**src/lpc_pkg.sv**
```systemverilog
// Constants for the regulator on/off and power-mode control block.
// Assumes a 250 MHz system clock; used by every design file of the block except lpc_debounce.
package lpc_pkg;
	// ****************************************
	// Enable source codes
	// ****************************************
	localparam logic [1:0] EN_FORCE_OFF = 2'h0;
	localparam logic [1:0] EN_FORCE_ON = 2'h1;
	localparam logic [1:0] EN_HW_SW = 2'h2;
	localparam logic [1:0] EN_RESERVED = 2'h3;
	localparam logic [1:0] EN_RESET_DEFAULT = EN_HW_SW;

	// ****************************************
	// Software power commands
	// ****************************************
	localparam logic [1:0] SW_NONE = 2'h0;
	localparam logic [1:0] SW_RESET = 2'h1;
	localparam logic [1:0] SW_POWER_OFF = 2'h2;
	localparam logic [1:0] SW_SHIP = 2'h3;

	// ****************************************
	// Power mode codes and charger detail
	// ****************************************
	localparam logic [1:0] PM_LOW = 2'h0;
	localparam logic [1:0] PM_NORMAL = 2'h1;
	localparam logic [1:0] PM_PIN_HIGH = 2'h2;
	localparam logic [1:0] PM_PIN_LOW = 2'h3;
	localparam logic [1:0] PM_RESET_DEFAULT = PM_NORMAL;
	localparam int PM_PIN_BIT = 1;
	localparam logic [1:0] CHG_VALID = 2'h3;

	// ****************************************
	// Output voltage code, values in mV
	// ****************************************
	localparam int VOUT_BITS = 7;
	localparam logic [VOUT_BITS-1:0] VOUT_RESET_DEFAULT = 7'h28;
	localparam int VOUT_BASE_MV = 800;
	localparam int VOUT_STEP_MV = 25;
	localparam int VOUT_MAX_MV = 3975;
	localparam int MV_BITS = 12;

	// ****************************************
	// Timing
	// ****************************************
	localparam int CLK_MHZ = 250;
	localparam int DBNC_US = 30;
	localparam int DBNC_CYCLES = DBNC_US * CLK_MHZ;
	localparam int SEQ_US = 10;
	localparam int SEQ_CYCLES = SEQ_US * CLK_MHZ;
endpackage

```
**src/lpc_debounce.sv**
```systemverilog
// Debounce filter: output follows the input after it held steady N cycles.
// Assumes the input is already synchronous to sys_clk.
`timescale 1ns/1ps
module lpc_debounce #(
	parameter int CYCLES = 16
)(
	// Clock and reset
	input wire logic sys_clk,
	input wire logic rstn,
	// Level in and filtered level out
	input wire logic din,
	output logic dout
);
	localparam int CW = $clog2(CYCLES + 1);
	localparam logic [CW-1:0] TOP = CW'(CYCLES - 1);

	logic [CW-1:0] cnt_q;
	logic [CW-1:0] cnt_d;
	logic dout_q;
	logic dout_d;
	wire differs = din != dout_q;
	wire done = differs && (cnt_q == TOP);

	initial if (CYCLES < 1) $error("lpc_debounce: CYCLES must be at least 1");

	assign cnt_d = (!differs || done) ? '0 : cnt_q + CW'(1);
	assign dout_d = done ? din : dout_q;
	assign dout = dout_q;

	always_ff @(posedge sys_clk)
	begin
		if (!rstn)
		begin
			cnt_q <= '0;
			dout_q <= 1'b0;
		end
		else
		begin
			cnt_q <= cnt_d;
			dout_q <= dout_d;
		end
	end
endmodule

```
**src/lpc_vout_decode.sv**
```systemverilog
// Output voltage code to target millivolts and power-good thresholds.
// Pure combinational; the caller registers the results.
`timescale 1ns/1ps
module lpc_vout_decode (
	// Code in
	input wire logic [lpc_pkg::VOUT_BITS-1:0] code,
	// Decoded values in mV
	output logic [lpc_pkg::MV_BITS-1:0] target_mv,
	output logic [lpc_pkg::MV_BITS-1:0] rise_mv,
	output logic [lpc_pkg::MV_BITS-1:0] fall_mv
);
	localparam int W = 20;
	wire [W-1:0] mv = W'(lpc_pkg::VOUT_BASE_MV) + W'(code) * W'(lpc_pkg::VOUT_STEP_MV);
	// 87.5% as 7/8 and 84% as 21/25, truncated
	wire [W-1:0] rise = (mv * W'(7)) >> 3;
	wire [W-1:0] fall = (mv * W'(21)) / W'(25);

	assign target_mv = mv[lpc_pkg::MV_BITS-1:0];
	assign rise_mv = rise[lpc_pkg::MV_BITS-1:0];
	assign fall_mv = fall[lpc_pkg::MV_BITS-1:0];
endmodule

```
**src/lpc_ctrl.sv**
```systemverilog
// Regulator on/off controller, power-mode select and power-good output.
// Function
// - Enable code 01 forces on, power-up
// - Enable code 00 forces off, power-down
// - Code 10: debounced enable pin wakes regulator
// - Code 10: valid charger input wakes regulator
// - Software reset with default 10 wakes later
// - Lockouts force regulator off
// - Software off, reset, ship force off
// - Watchdog expiry or manual reset force off
// - Enable reset value is factory strap
// - Code maps 0.8V plus 25mV steps
// - Mode codes 00/01 fix low/normal
// - Codes 10/11 follow mode pin, 11 inverted
// - Power-good follows rise/fall comparators
// - Power-good blanked during sequences
// - Active discharge after regulator disabled
// Assumes all inputs are synchronous to sys_clk; flags from other blocks are levels.
`timescale 1ns/1ps
module lpc_ctrl #(
	parameter logic [1:0] EN_DEFAULT = lpc_pkg::EN_RESET_DEFAULT,
	parameter int DBNC_CYCLES = lpc_pkg::DBNC_CYCLES,
	parameter int SEQ_CYCLES = lpc_pkg::SEQ_CYCLES
)(
	// Clock and reset
	input wire logic sys_clk,
	input wire logic rstn,
	// Configuration fields, with write strobes
	input wire logic [1:0] reg_enable_sel,
	input wire logic reg_enable_sel_wr,
	input wire logic [lpc_pkg::VOUT_BITS-1:0] reg_vout_code,
	input wire logic reg_vout_code_wr,
	input wire logic [1:0] reg_power_mode_sel,
	input wire logic reg_power_mode_sel_wr,
	input wire logic [1:0] software_power_cmd,
	input wire logic software_power_cmd_wr,
	// Hardware inputs
	input wire logic enable_pin_n,
	input wire logic [1:0] charger_input_detail,
	input wire logic reg_mode_pin,
	input wire logic sys_uvlo,
	input wire logic sys_ovlo,
	input wire logic over_temp,
	input wire logic watchdog_enabled,
	input wire logic watchdog_expired_flag,
	input wire logic manual_reset_flag,
	input wire logic reset_actions_done,
	// Power-good comparators
	input wire logic vout_above_rise,
	input wire logic vout_below_fall,
	// Regulator controls
	output logic reg_on,
	output logic reg_normal_mode,
	output logic reg_discharge_en,
	output logic [lpc_pkg::VOUT_BITS-1:0] reg_vout_code_out,
	output logic [lpc_pkg::MV_BITS-1:0] reg_target_mv,
	output logic [lpc_pkg::MV_BITS-1:0] pg_rise_mv,
	output logic [lpc_pkg::MV_BITS-1:0] pg_fall_mv,
	// Power-good open-drain pin: output value and enable
	output logic reg_power_good_out,
	output logic reg_power_good_oe,
	// Status
	output logic [1:0] enable_sel_q_out,
	output logic [1:0] power_mode_sel_out,
	output logic pin_wake_flag,
	output logic software_wake_flag,
	output logic seq_busy
);
	// ****************************************
	// Parameter checks
	// ****************************************
	initial
	begin
		if (DBNC_CYCLES < 1)
			$error("lpc_ctrl: DBNC_CYCLES must be at least 1");
		if (SEQ_CYCLES < 1)
			$error("lpc_ctrl: SEQ_CYCLES must be at least 1");
	end

	typedef enum logic [1:0] {ST_OFF, ST_RAMP_UP, ST_ON, ST_RAMP_DOWN} lpc_state_t;
	localparam int SW = $clog2(SEQ_CYCLES + 1);

	// ****************************************
	// Configuration registers
	// ****************************************
	logic [1:0] en_q;
	logic [1:0] en_d;
	logic [1:0] pm_q;
	logic [1:0] pm_d;
	logic [lpc_pkg::VOUT_BITS-1:0] vout_q;
	logic [lpc_pkg::VOUT_BITS-1:0] vout_d;
	logic pin_wake_q;
	logic pin_wake_d;
	logic sw_wake_q;
	logic sw_wake_d;
	logic sw_reset_pend_q;
	logic sw_reset_pend_d;
	logic sw_off_q;
	logic sw_off_d;
	logic pin_dbn;
	logic pin_dbn_prev_q;

	// Sequencer state, declared here because the wake flags read it
	lpc_state_t state_q;
	lpc_state_t state_d;
	logic [SW-1:0] seq_cnt_q;
	logic [SW-1:0] seq_cnt_d;
	logic reg_on_q;
	logic reg_on_d;
	logic seq_busy_q;
	wire state_is_off = state_q == ST_OFF;

	// Enable field reset value is a strap parameter, not a fixed constant
	assign en_d = reg_enable_sel_wr ? reg_enable_sel : en_q;
	assign pm_d = reg_power_mode_sel_wr ? reg_power_mode_sel : pm_q;
	assign vout_d = reg_vout_code_wr ? reg_vout_code : vout_q;

	lpc_debounce #(
		.CYCLES(DBNC_CYCLES)
	) u_pin_dbnc (
		.sys_clk(sys_clk),
		.rstn(rstn),
		.din(~enable_pin_n),
		.dout(pin_dbn)
	);

	// ****************************************
	// Wake and shutdown sources
	// ****************************************
	wire hw_sw_mode = en_q == lpc_pkg::EN_HW_SW;
	wire pin_assert_evt = pin_dbn && !pin_dbn_prev_q;
	wire chg_valid = charger_input_detail == lpc_pkg::CHG_VALID;
	wire cmd_reset = software_power_cmd_wr && software_power_cmd == lpc_pkg::SW_RESET;
	wire cmd_off = software_power_cmd_wr && software_power_cmd != lpc_pkg::SW_NONE;
	wire lockout = sys_uvlo || sys_ovlo || over_temp;
	wire wdt_kill = watchdog_enabled && watchdog_expired_flag;
	wire kill = lockout || wdt_kill || manual_reset_flag || sw_off_q;
	wire sw_wake_set = sw_reset_pend_q && reset_actions_done && EN_DEFAULT == lpc_pkg::EN_HW_SW;

	// Wake flags: set wins over clear; the pin flag clears while off outside code 10, the software flag once ST_ON is reached
	assign pin_wake_d = (hw_sw_mode && pin_assert_evt) ? 1'b1 :
		(reg_on_q == 1'b0 && state_is_off && !hw_sw_mode) ? 1'b0 : pin_wake_q;
	assign sw_wake_d = sw_wake_set ? 1'b1 :
		(state_q == ST_ON) ? 1'b0 : sw_wake_q;
	assign sw_reset_pend_d = cmd_reset ? 1'b1 : (reset_actions_done ? 1'b0 : sw_reset_pend_q);
	// A software off command holds off until an enable field write or a software reset wake clears it
	assign sw_off_d = cmd_off ? 1'b1 :
		((reg_enable_sel_wr || sw_wake_set) ? 1'b0 : sw_off_q);

	wire want_on_hw = hw_sw_mode && (pin_wake_q || chg_valid || sw_wake_q);
	wire want_on_force = en_q == lpc_pkg::EN_FORCE_ON;
	// Force-off and the reserved code both leave want_on low
	wire want_on = (want_on_force || want_on_hw) && !kill;

	// ****************************************
	// On/off sequencer
	// ****************************************
	wire seq_done = seq_cnt_q == SW'(SEQ_CYCLES - 1);

	always_comb
	begin
		state_d = state_q;
		case (state_q)
			ST_OFF:
				if (want_on)
					state_d = ST_RAMP_UP;
			ST_RAMP_UP:
				if (!want_on)
					state_d = ST_RAMP_DOWN;
				else if (seq_done)
					state_d = ST_ON;
			ST_ON:
				if (!want_on)
					state_d = ST_RAMP_DOWN;
			ST_RAMP_DOWN:
				if (seq_done)
					state_d = ST_OFF;
			default:
				state_d = ST_OFF;
		endcase
	end

	wire in_seq = state_q == ST_RAMP_UP || state_q == ST_RAMP_DOWN;
	assign seq_cnt_d = (state_d != state_q || !in_seq) ? '0 : seq_cnt_q + SW'(1);
	assign reg_on_d = state_d == ST_RAMP_UP || state_d == ST_ON;

	// ****************************************
	// Power mode and power-good
	// ****************************************
	logic normal_q;
	logic normal_d;
	// Kept inverted so the open-drain enable leaves a flip-flop directly
	logic pg_n_q;
	logic pg_d;
	// Pin modes assume the host keeps the pin driven; no chatter filter here
	wire pin_sense = pm_q[lpc_pkg::PM_PIN_BIT] ?
		(reg_mode_pin ^ (pm_q == lpc_pkg::PM_PIN_LOW)) : 1'b0;
	assign normal_d = pm_q[lpc_pkg::PM_PIN_BIT] ? pin_sense : (pm_q == lpc_pkg::PM_NORMAL);
	// Blank during sequences and while off; hysteresis between the two comparators
	assign pg_d = (state_q != ST_ON || state_d != ST_ON) ? 1'b0 :
		(vout_above_rise ? 1'b1 : (vout_below_fall ? 1'b0 : !pg_n_q));

	logic [lpc_pkg::MV_BITS-1:0] tgt_w;
	logic [lpc_pkg::MV_BITS-1:0] rise_w;
	logic [lpc_pkg::MV_BITS-1:0] fall_w;
	logic [lpc_pkg::MV_BITS-1:0] tgt_q;
	logic [lpc_pkg::MV_BITS-1:0] rise_q;
	logic [lpc_pkg::MV_BITS-1:0] fall_q;
	logic disch_q;

	lpc_vout_decode u_vdec (
		.code(vout_q),
		.target_mv(tgt_w),
		.rise_mv(rise_w),
		.fall_mv(fall_w)
	);

	// ****************************************
	// Registers
	// ****************************************
	always_ff @(posedge sys_clk)
	begin
		if (!rstn)
		begin
			en_q <= EN_DEFAULT;
			pm_q <= lpc_pkg::PM_RESET_DEFAULT;
			vout_q <= lpc_pkg::VOUT_RESET_DEFAULT;
			pin_wake_q <= 1'b0;
			sw_wake_q <= 1'b0;
			sw_reset_pend_q <= 1'b0;
			sw_off_q <= 1'b0;
			pin_dbn_prev_q <= 1'b0;
			state_q <= ST_OFF;
			seq_cnt_q <= '0;
			reg_on_q <= 1'b0;
			normal_q <= 1'b0;
			pg_n_q <= 1'b1;
			seq_busy_q <= 1'b0;
			disch_q <= 1'b0;
			tgt_q <= '0;
			rise_q <= '0;
			fall_q <= '0;
		end
		else
		begin
			en_q <= en_d;
			pm_q <= pm_d;
			vout_q <= vout_d;
			pin_wake_q <= pin_wake_d;
			sw_wake_q <= sw_wake_d;
			sw_reset_pend_q <= sw_reset_pend_d;
			sw_off_q <= sw_off_d;
			pin_dbn_prev_q <= pin_dbn;
			state_q <= state_d;
			seq_cnt_q <= seq_cnt_d;
			reg_on_q <= reg_on_d;
			normal_q <= normal_d;
			pg_n_q <= !pg_d;
			seq_busy_q <= state_d == ST_RAMP_UP || state_d == ST_RAMP_DOWN;
			disch_q <= state_d == ST_OFF;
			tgt_q <= tgt_w;
			rise_q <= rise_w;
			fall_q <= fall_w;
		end
	end

	// ****************************************
	// Outputs
	// ****************************************
	assign reg_on = reg_on_q;
	assign reg_normal_mode = normal_q;
	assign reg_discharge_en = disch_q;
	assign reg_vout_code_out = vout_q;
	assign reg_target_mv = tgt_q;
	assign pg_rise_mv = rise_q;
	assign pg_fall_mv = fall_q;
	// Open drain: drive low whenever power is not good
	assign reg_power_good_out = 1'b0;
	assign reg_power_good_oe = pg_n_q;
	assign enable_sel_q_out = en_q;
	assign power_mode_sel_out = pm_q;
	assign pin_wake_flag = pin_wake_q;
	assign software_wake_flag = sw_wake_q;
	assign seq_busy = seq_busy_q;
endmodule

```
**config.mk**
```make
export PLATFORM = sky130hd
export DESIGN_NAME = lpc_ctrl
export DESIGN_NICKNAME = d
export VERILOG_FILES = /design/src/lpc_pkg.sv /design/src/lpc_debounce.sv /design/src/lpc_vout_decode.sv /design/src/lpc_ctrl.sv
export SDC_FILE = /design/constraint.sdc
export NUM_CORES = 1
export LEC_CHECK = 0
export BUFFER_PORTS_ARGS = -buffer_cell sky130_fd_sc_hd__buf_2
export CAP_MARGIN = 20
export CELL_PAD_IN_SITES_DETAIL_PLACEMENT = 1
export CELL_PAD_IN_SITES_GLOBAL_PLACEMENT = 1
export CORE_UTILIZATION = 35
export DETAILED_ROUTE_END_ITERATION = 10
export HOLD_SLACK_MARGIN = 0.08
export PLACE_DENSITY = 0.74
export SLEW_MARGIN = 10
export SYNTH_ARGS = -nofsm -noshare
export SYNTH_HDL_FRONTEND = slang
export SYNTH_SLANG_ARGS = --single-unit
```
**constraint.sdc**
```tcl
create_clock -name sys_clk -period 14.7 [get_ports sys_clk]
set_clock_uncertainty 0.05 [all_clocks]
set_input_delay 2.94 -clock sys_clk [delete_from_list [all_inputs] [get_ports sys_clk]]
set_output_delay 2.94 -clock sys_clk [all_outputs]
set_load 0.02 [all_outputs]
```
# == Word level (Yosys, flattened, before mapping) ==
# Index checks and enable logic that the tools add are counted.
# Widths: inputs -> output; s select.
# classes
addsub,3
multipliers,3
div_mod_pow,1
eq_ne,18
mux,18
bitwise_logic,4
n_reduce_logical,42
# op_table
op,count
$div 20x5->20 const B,1
$mul 20x3->15 const B,1
$mul 20x5->20 const B,1
$logic_or 1x1->1,15
$eq 2x2->1 const B,7
$add 10x12->13 const A,1
$add 13x1->13 const B,1
$eq 13x13->1 const B,1
$add 12x1->12 const B,1
$eq 12x12->1 const B,1
$mul 7x5->12 const B,1
$mux 1,12
$logic_and 1x1->1,11
$eq 2x1->1 const B,5
$mux 2,5
$reduce_bool 2->1,5
$pmux 2 s4,1
$logic_not 1->1,7
$logic_not 2->1,2
$ne 2x2->1 const B,2
$reduce_or 2->1,2
$not 1->1,3
$ne 2x2->1,1
$ne 1x1->1,1
$xor 1x1->1,1
# word_totals
regBits,85
in_bits,32
out_inout_bits,55
word_cells,109

# == Longest topological paths before layout ==
# logic_depth
word_depth,13
depth_mapped,63
ltp_nobuf,55

# == Modules after synthesis ==
# A second synthesis with hierarchy kept.
# hier_totals
cells_unflattened,1077
hier_area_um2,9042.4
# by_module_without_submodules
module,instances,cells_each,area_each_um2
lpc_vout_decode,1,769,5901.9
lpc_ctrl,1,240,2526.2
lpc_debounce,1,68,614.3

# == Worst setup path after synthesis ==
# Ideal clock, no wire load.
# synth_path
path_kind,flip-flop to flip-flop
startpoint,register vout_q (netlist bit reg_vout_code_out[1])
endpoint,register fall_q (netlist bit pg_fall_mv[0])
setup_ps,133
arrival_time_ps,13903
required_time_ps,14517
setup_slack_ps,614
stages_incl_launch_ff,59
n_path_buf,4
period_less_slack_ps,14086
path_cell_list,dfxtp_1 -> inv_1 -> ha_1 -> fa_1 -> inv_1 -> ha_1 -> ha_1 -> inv_1 -> fa_1 -> inv_1 -> a21oi_1 -> o21bai_1 -> xor2_1 -> ha_1 -> ha_1 -> inv_1 -> fa_1 -> inv_1 -> (+23 left out) -> or4_1 -> buf_2 -> a22oi_1 -> nor3_1 -> or3_4 -> mux2_4 -> nor3_4 -> and2_1 -> clkbuf_1 -> mux2i_1 -> a41oi_1 -> mux2_2 -> ha_1 -> nor2b_1 -> a32oi_2 -> a21o_2 -> a2111oi_4 -> a311oi_1
# synth_via
elab_chain_len,4
# synth_rtl
item,line,text
start: declaration,lpc_ctrl.sv:90,logic [lpc_pkg::VOUT_BITS-1:0] vout_q;
start signal: assignment,lpc_ctrl.sv:227,vout_q <= lpc_pkg::VOUT_RESET_DEFAULT;
start signal: assignment,lpc_ctrl.sv:248,vout_q <= vout_d;
$mul 7x5->12,lpc_vout_decode.sv:13,wire [W-1:0] mv = W'(lpc_pkg::VOUT_BASE_MV) + W'(code) * W'(lpc_pkg::VOUT_STEP_MV);
$add 10x12->13,lpc_vout_decode.sv:13,
"via tgt_w, one bit",lpc_ctrl.sv:203,logic [lpc_pkg::MV_BITS-1:0] tgt_w;
$mul 20x5->20,lpc_vout_decode.sv:16,wire [W-1:0] fall = (mv * W'(21)) / W'(25);
$div 20x5->20,lpc_vout_decode.sv:16,
end signal: assignment,lpc_ctrl.sv:263,fall_q <= fall_w;
end: declaration,lpc_ctrl.sv:208,logic [lpc_pkg::MV_BITS-1:0] fall_q;
# The timed path passes the listed nets, and every way through them passes these cells.
# A chain may end at the register's enable or synchronous reset.

# == Worst setup path in the final report ==
# layout_path
startpoint,register vout_q (netlist bit reg_vout_code_out[2])
endpoint,register fall_q (netlist bit pg_fall_mv[0])
# The elaborated chain is that of the path after synthesis.

==> results.py <==
metrics = {
    "synth": {
        "synthesis.area_sq_um": 9200,
        "synth-edff-count": 0,
        "yosys_warnings": 0,
        "ys_types": 113,
        "synth_flop_cell": "dfxtp_1",
        "ys_seq_area_frac": 0.183,
        "syn-num-nets": 1278,
        "synth_cells": 1133,
        "async_flop_share": 0,
        "avgSynthCellArea_sq_um": 8.12,
        "synth-seq-cells": 84,
    },
    "clocking": {
        "cts.sinks": 84,
        "cts.clk_slew.worst_paths_ps": 90,
        "cts.path.max_buffers": 2,
        "clk_latency_ps": 360,
        "cts_inserted_buffers": 9,
        "cts_root_buf": "clkbuf_16",
        "h-tree-depth": 3,
        "cts_tree": "built",
        "holdBufCountCts": 0,
    },
    "setup_path": {
        "path_delay_family": "compound AO/OA/AOI/OAI gates",
        "cpMostUsedCell": "ha_1",
        "critical_path.slowest_cell": "or4_4",
        "end_kind": "flop",
        "cp_num_buf_inv": 8,
        "start_kind": "flop",
        "r2r_setup_slack_ps": 580,
        "cp_max_fo": 8,
        "crit_type": "reg2reg",
        "required_ps": 14910,
        "cp_slowest_stage_delay_ps": 550,
        "worst_ep_arrival_time_ps": 14330,
    },
    "timing": {
        "finalCriticalPeriod_ps": 14120,
        "fmax_mhz": 70.8,
        "finalSetupViolations": 0,
        "maxSlewViolCount": 0,
        "hold_viol": 0,
        "worstMarginPinSlew_ps": 1230,
        "slew_headroom": 0.175,
        "setup_tns_ps": 0,
        "period_share": 0.961,
    },
    "grt": {
        "grt_max_degree": 51,
        "antenna_found_initial": 1,
        "grt_usage": 0.214,
        "gr-total-overflow": 0,
        "grt_first_pass_wirelength_mm": 46.5,
        "grt_pass1_vias": 9265,
    },
    "cells_and_area": {
        "diodes": 0,
        "area.growth.synth_to_final_pct": 22.9,
        "final_common_cell": "nor2_1",
        "drive_gt1_frac": 0.260,
        "nets": 1406,
        "num-fill-cells": 3060,
        "layout_common_cells": "nor2_1 (123), ha_1 (87), buf_2 (85)",
    },
    "detailed_routing": {
        "antenna_left": 0,
        "via_count": 9205,
        "wl_per_cell_um": 18.4,
        "drtIter0Drc": 430,
        "viasPerCell": 5.77,
        "wl_mm": 29.4,
        "drc": 0,
        "drt_first_pass_iters": 5,
    },
    "placement": {
        "gp_congestion": 0.901,
        "portBuffers": 85,
        "place_hpwl_mm": 22.0,
    },
    "status": {
        "status": "complete, no violations",
    },
    "floorplanning": {
        "core-area_sq_um": 25500,
        "chipHeight_um": 164,
        "rows": 58,
        "ioPinCount": 87,
        "die-area_sq_um": 26900,
        "initial_core_util": 0.361,
        "fp.dieW_um": 164,
    },
    "worst_hold_path": {
        "hold_class": "reg2reg",
    },
    "flow_run": {
        "drv_cap": 0,
    },
}
through the flow:
step | area (sq um) | setup WS, ps | std cells | hold slack, ps | util
3_3_place_gp | 10200 | 126 | 1554 | 378 | 0.400
4_1_cts | 10600 | 15.9 | 1573 | 417 | 0.416
6_report | 11300 | 576 | 1596 | 407 | 0.444
5_1_grt | 11300 | -220 | 1596 | 441 | 0.444
2_1_floorplan | 9200 | 614 | 1133 | 363 | -
3_5_place_dp | 10200 | -357 | 1554 | 402 | 0.400
metal layers:
metal	up-vias	global-route usage	routed length [um]
met5	-	0	0
met3	38	0.0217	950
met4	0	0.0564	499
met2	194	0.376	14700
met1	4542	0.275	13300
li1	4431	-	-
Yosys cell counts, types with 6 or more instances:
master / n / area share
nor4_1: 9 / 0.0061
nand2b_1: 6 / 0.0041
o31ai_1: 8 / 0.0065
or3_1: 8 / 0.0054
o22ai_1: 8 / 0.0054
o21bai_1: 11 / 0.0090
nor2_1: 125 / 0.051
o211ai_1: 16 / 0.013
clkbuf_1: 19 / 0.0078
nand2_1: 78 / 0.032
a21o_1: 16 / 0.013
mux2i_1: 25 / 0.027
and2_1: 18 / 0.012
o211a_1: 6 / 0.0065
nand4_1: 11 / 0.0075
nor3_1: 32 / 0.017
fa_1: 25 / 0.054
a31o_2: 6 / 0.0057
dfxtp_1: 84 / 0.18
nor2b_1: 9 / 0.0061
o21ai_0: 36 / 0.020
buf_2: 12 / 0.0065
a31oi_1: 16 / 0.011
mux2_2: 7 / 0.0086
a21oi_1: 55 / 0.030
xor2_1: 23 / 0.022
o31a_1: 7 / 0.0067
o21ai_1: 11 / 0.0060
inv_1: 82 / 0.033
xnor2_1: 40 / 0.038
and3_1: 13 / 0.0088
ha_1: 88 / 0.12
o21a_1: 10 / 0.0082
a211oi_1: 22 / 0.018
nand3_1: 40 / 0.022
cell families after synthesis:
family / count (synthesis) / share of synthesized area
AND/OR/NAND/NOR: 388 / 0.211
AO/OA/AOI/OAI: 323 / 0.270
buffers and inverters: 122 / 0.0543
adder cells (fa/ha/maj): 117 / 0.179
flip-flops: 84 / 0.183
XOR/XNOR: 65 / 0.0648
multiplexers: 33 / 0.0374
other: 1 / 0.000408
area by class of cell:
class | count | area, sq um | area share
tap | 330 | 413 | 0.0365
clock buffer | 9 | 225 | 0.0199
timing repair buffer | 156 | 971 | 0.0859
sequential | 84 | 1690 | 0.149
clock inverter | 7 | 76.3 | 0.00675
inverter | 83 | 312 | 0.0276
multi-input combinational | 927 | 7620 | 0.674
path summary, 6_finish.rpt:
path / startpoint / end / cells past startpoint
hold / removal: u_pin_dbnc.cnt_q[0] / u_pin_dbnc.cnt_q[0] / 1
setup reg to reg: reg_vout_code_out[2] / pg_fall_mv[0] / 56
hold reg to reg: u_pin_dbnc.cnt_q[0] / u_pin_dbnc.cnt_q[0] / 1
setup / recovery: reg_vout_code_out[2] / pg_fall_mv[0] / 56
repair_timing:
action / CTS / global route
buffers inserted: 3 / 22
pin swaps: 4 / 41
gates resized for setup: 17 / 111
endpoints found under the setup margin: 2 / 2
endpoints found under the hold margin: 0 / 0
worst register-to-register path: cells and delay by family, from the launching register on:
family / cells / cell delay, ps
and+or+nand+nor: 11 / 2930
xor gates and xnor gates: 3 / 740
AOI/OAI and AO/OA: 21 / 4670
buffers and inverters: 8 / 710
muxes: 2 / 840
adders and majority gates: 11 / 3700
DFF: 1 / 380
state kept, by name, indices dropped and copies added, names as in the netlist:
| signal | flops |
|---|---|
| reg_normal_mode | 1 |
| seq_cnt_q | 12 |
| enable_sel_q_out | 2 |
| u_pin_dbnc.dout | 1 |
| state_q | 2 |
| pin_wake_flag | 1 |
| pg_fall_mv | 12 |
| reg_vout_code_out | 7 |
| u_pin_dbnc.cnt_q | 13 |
| power_mode_sel_out | 2 |
| reg_on | 1 |
| sw_reset_pend_q | 1 |
| reg_power_good_oe | 1 |
| pin_dbn_prev_q | 1 |
| sw_off_q | 1 |
| software_wake_flag | 1 |
| reg_discharge_en | 1 |
| pg_rise_mv | 12 |
| reg_target_mv | 12 |
Power is not shown: default switching activity piles up to over one toggle a cycle in this logic, so the estimate is an artifact.
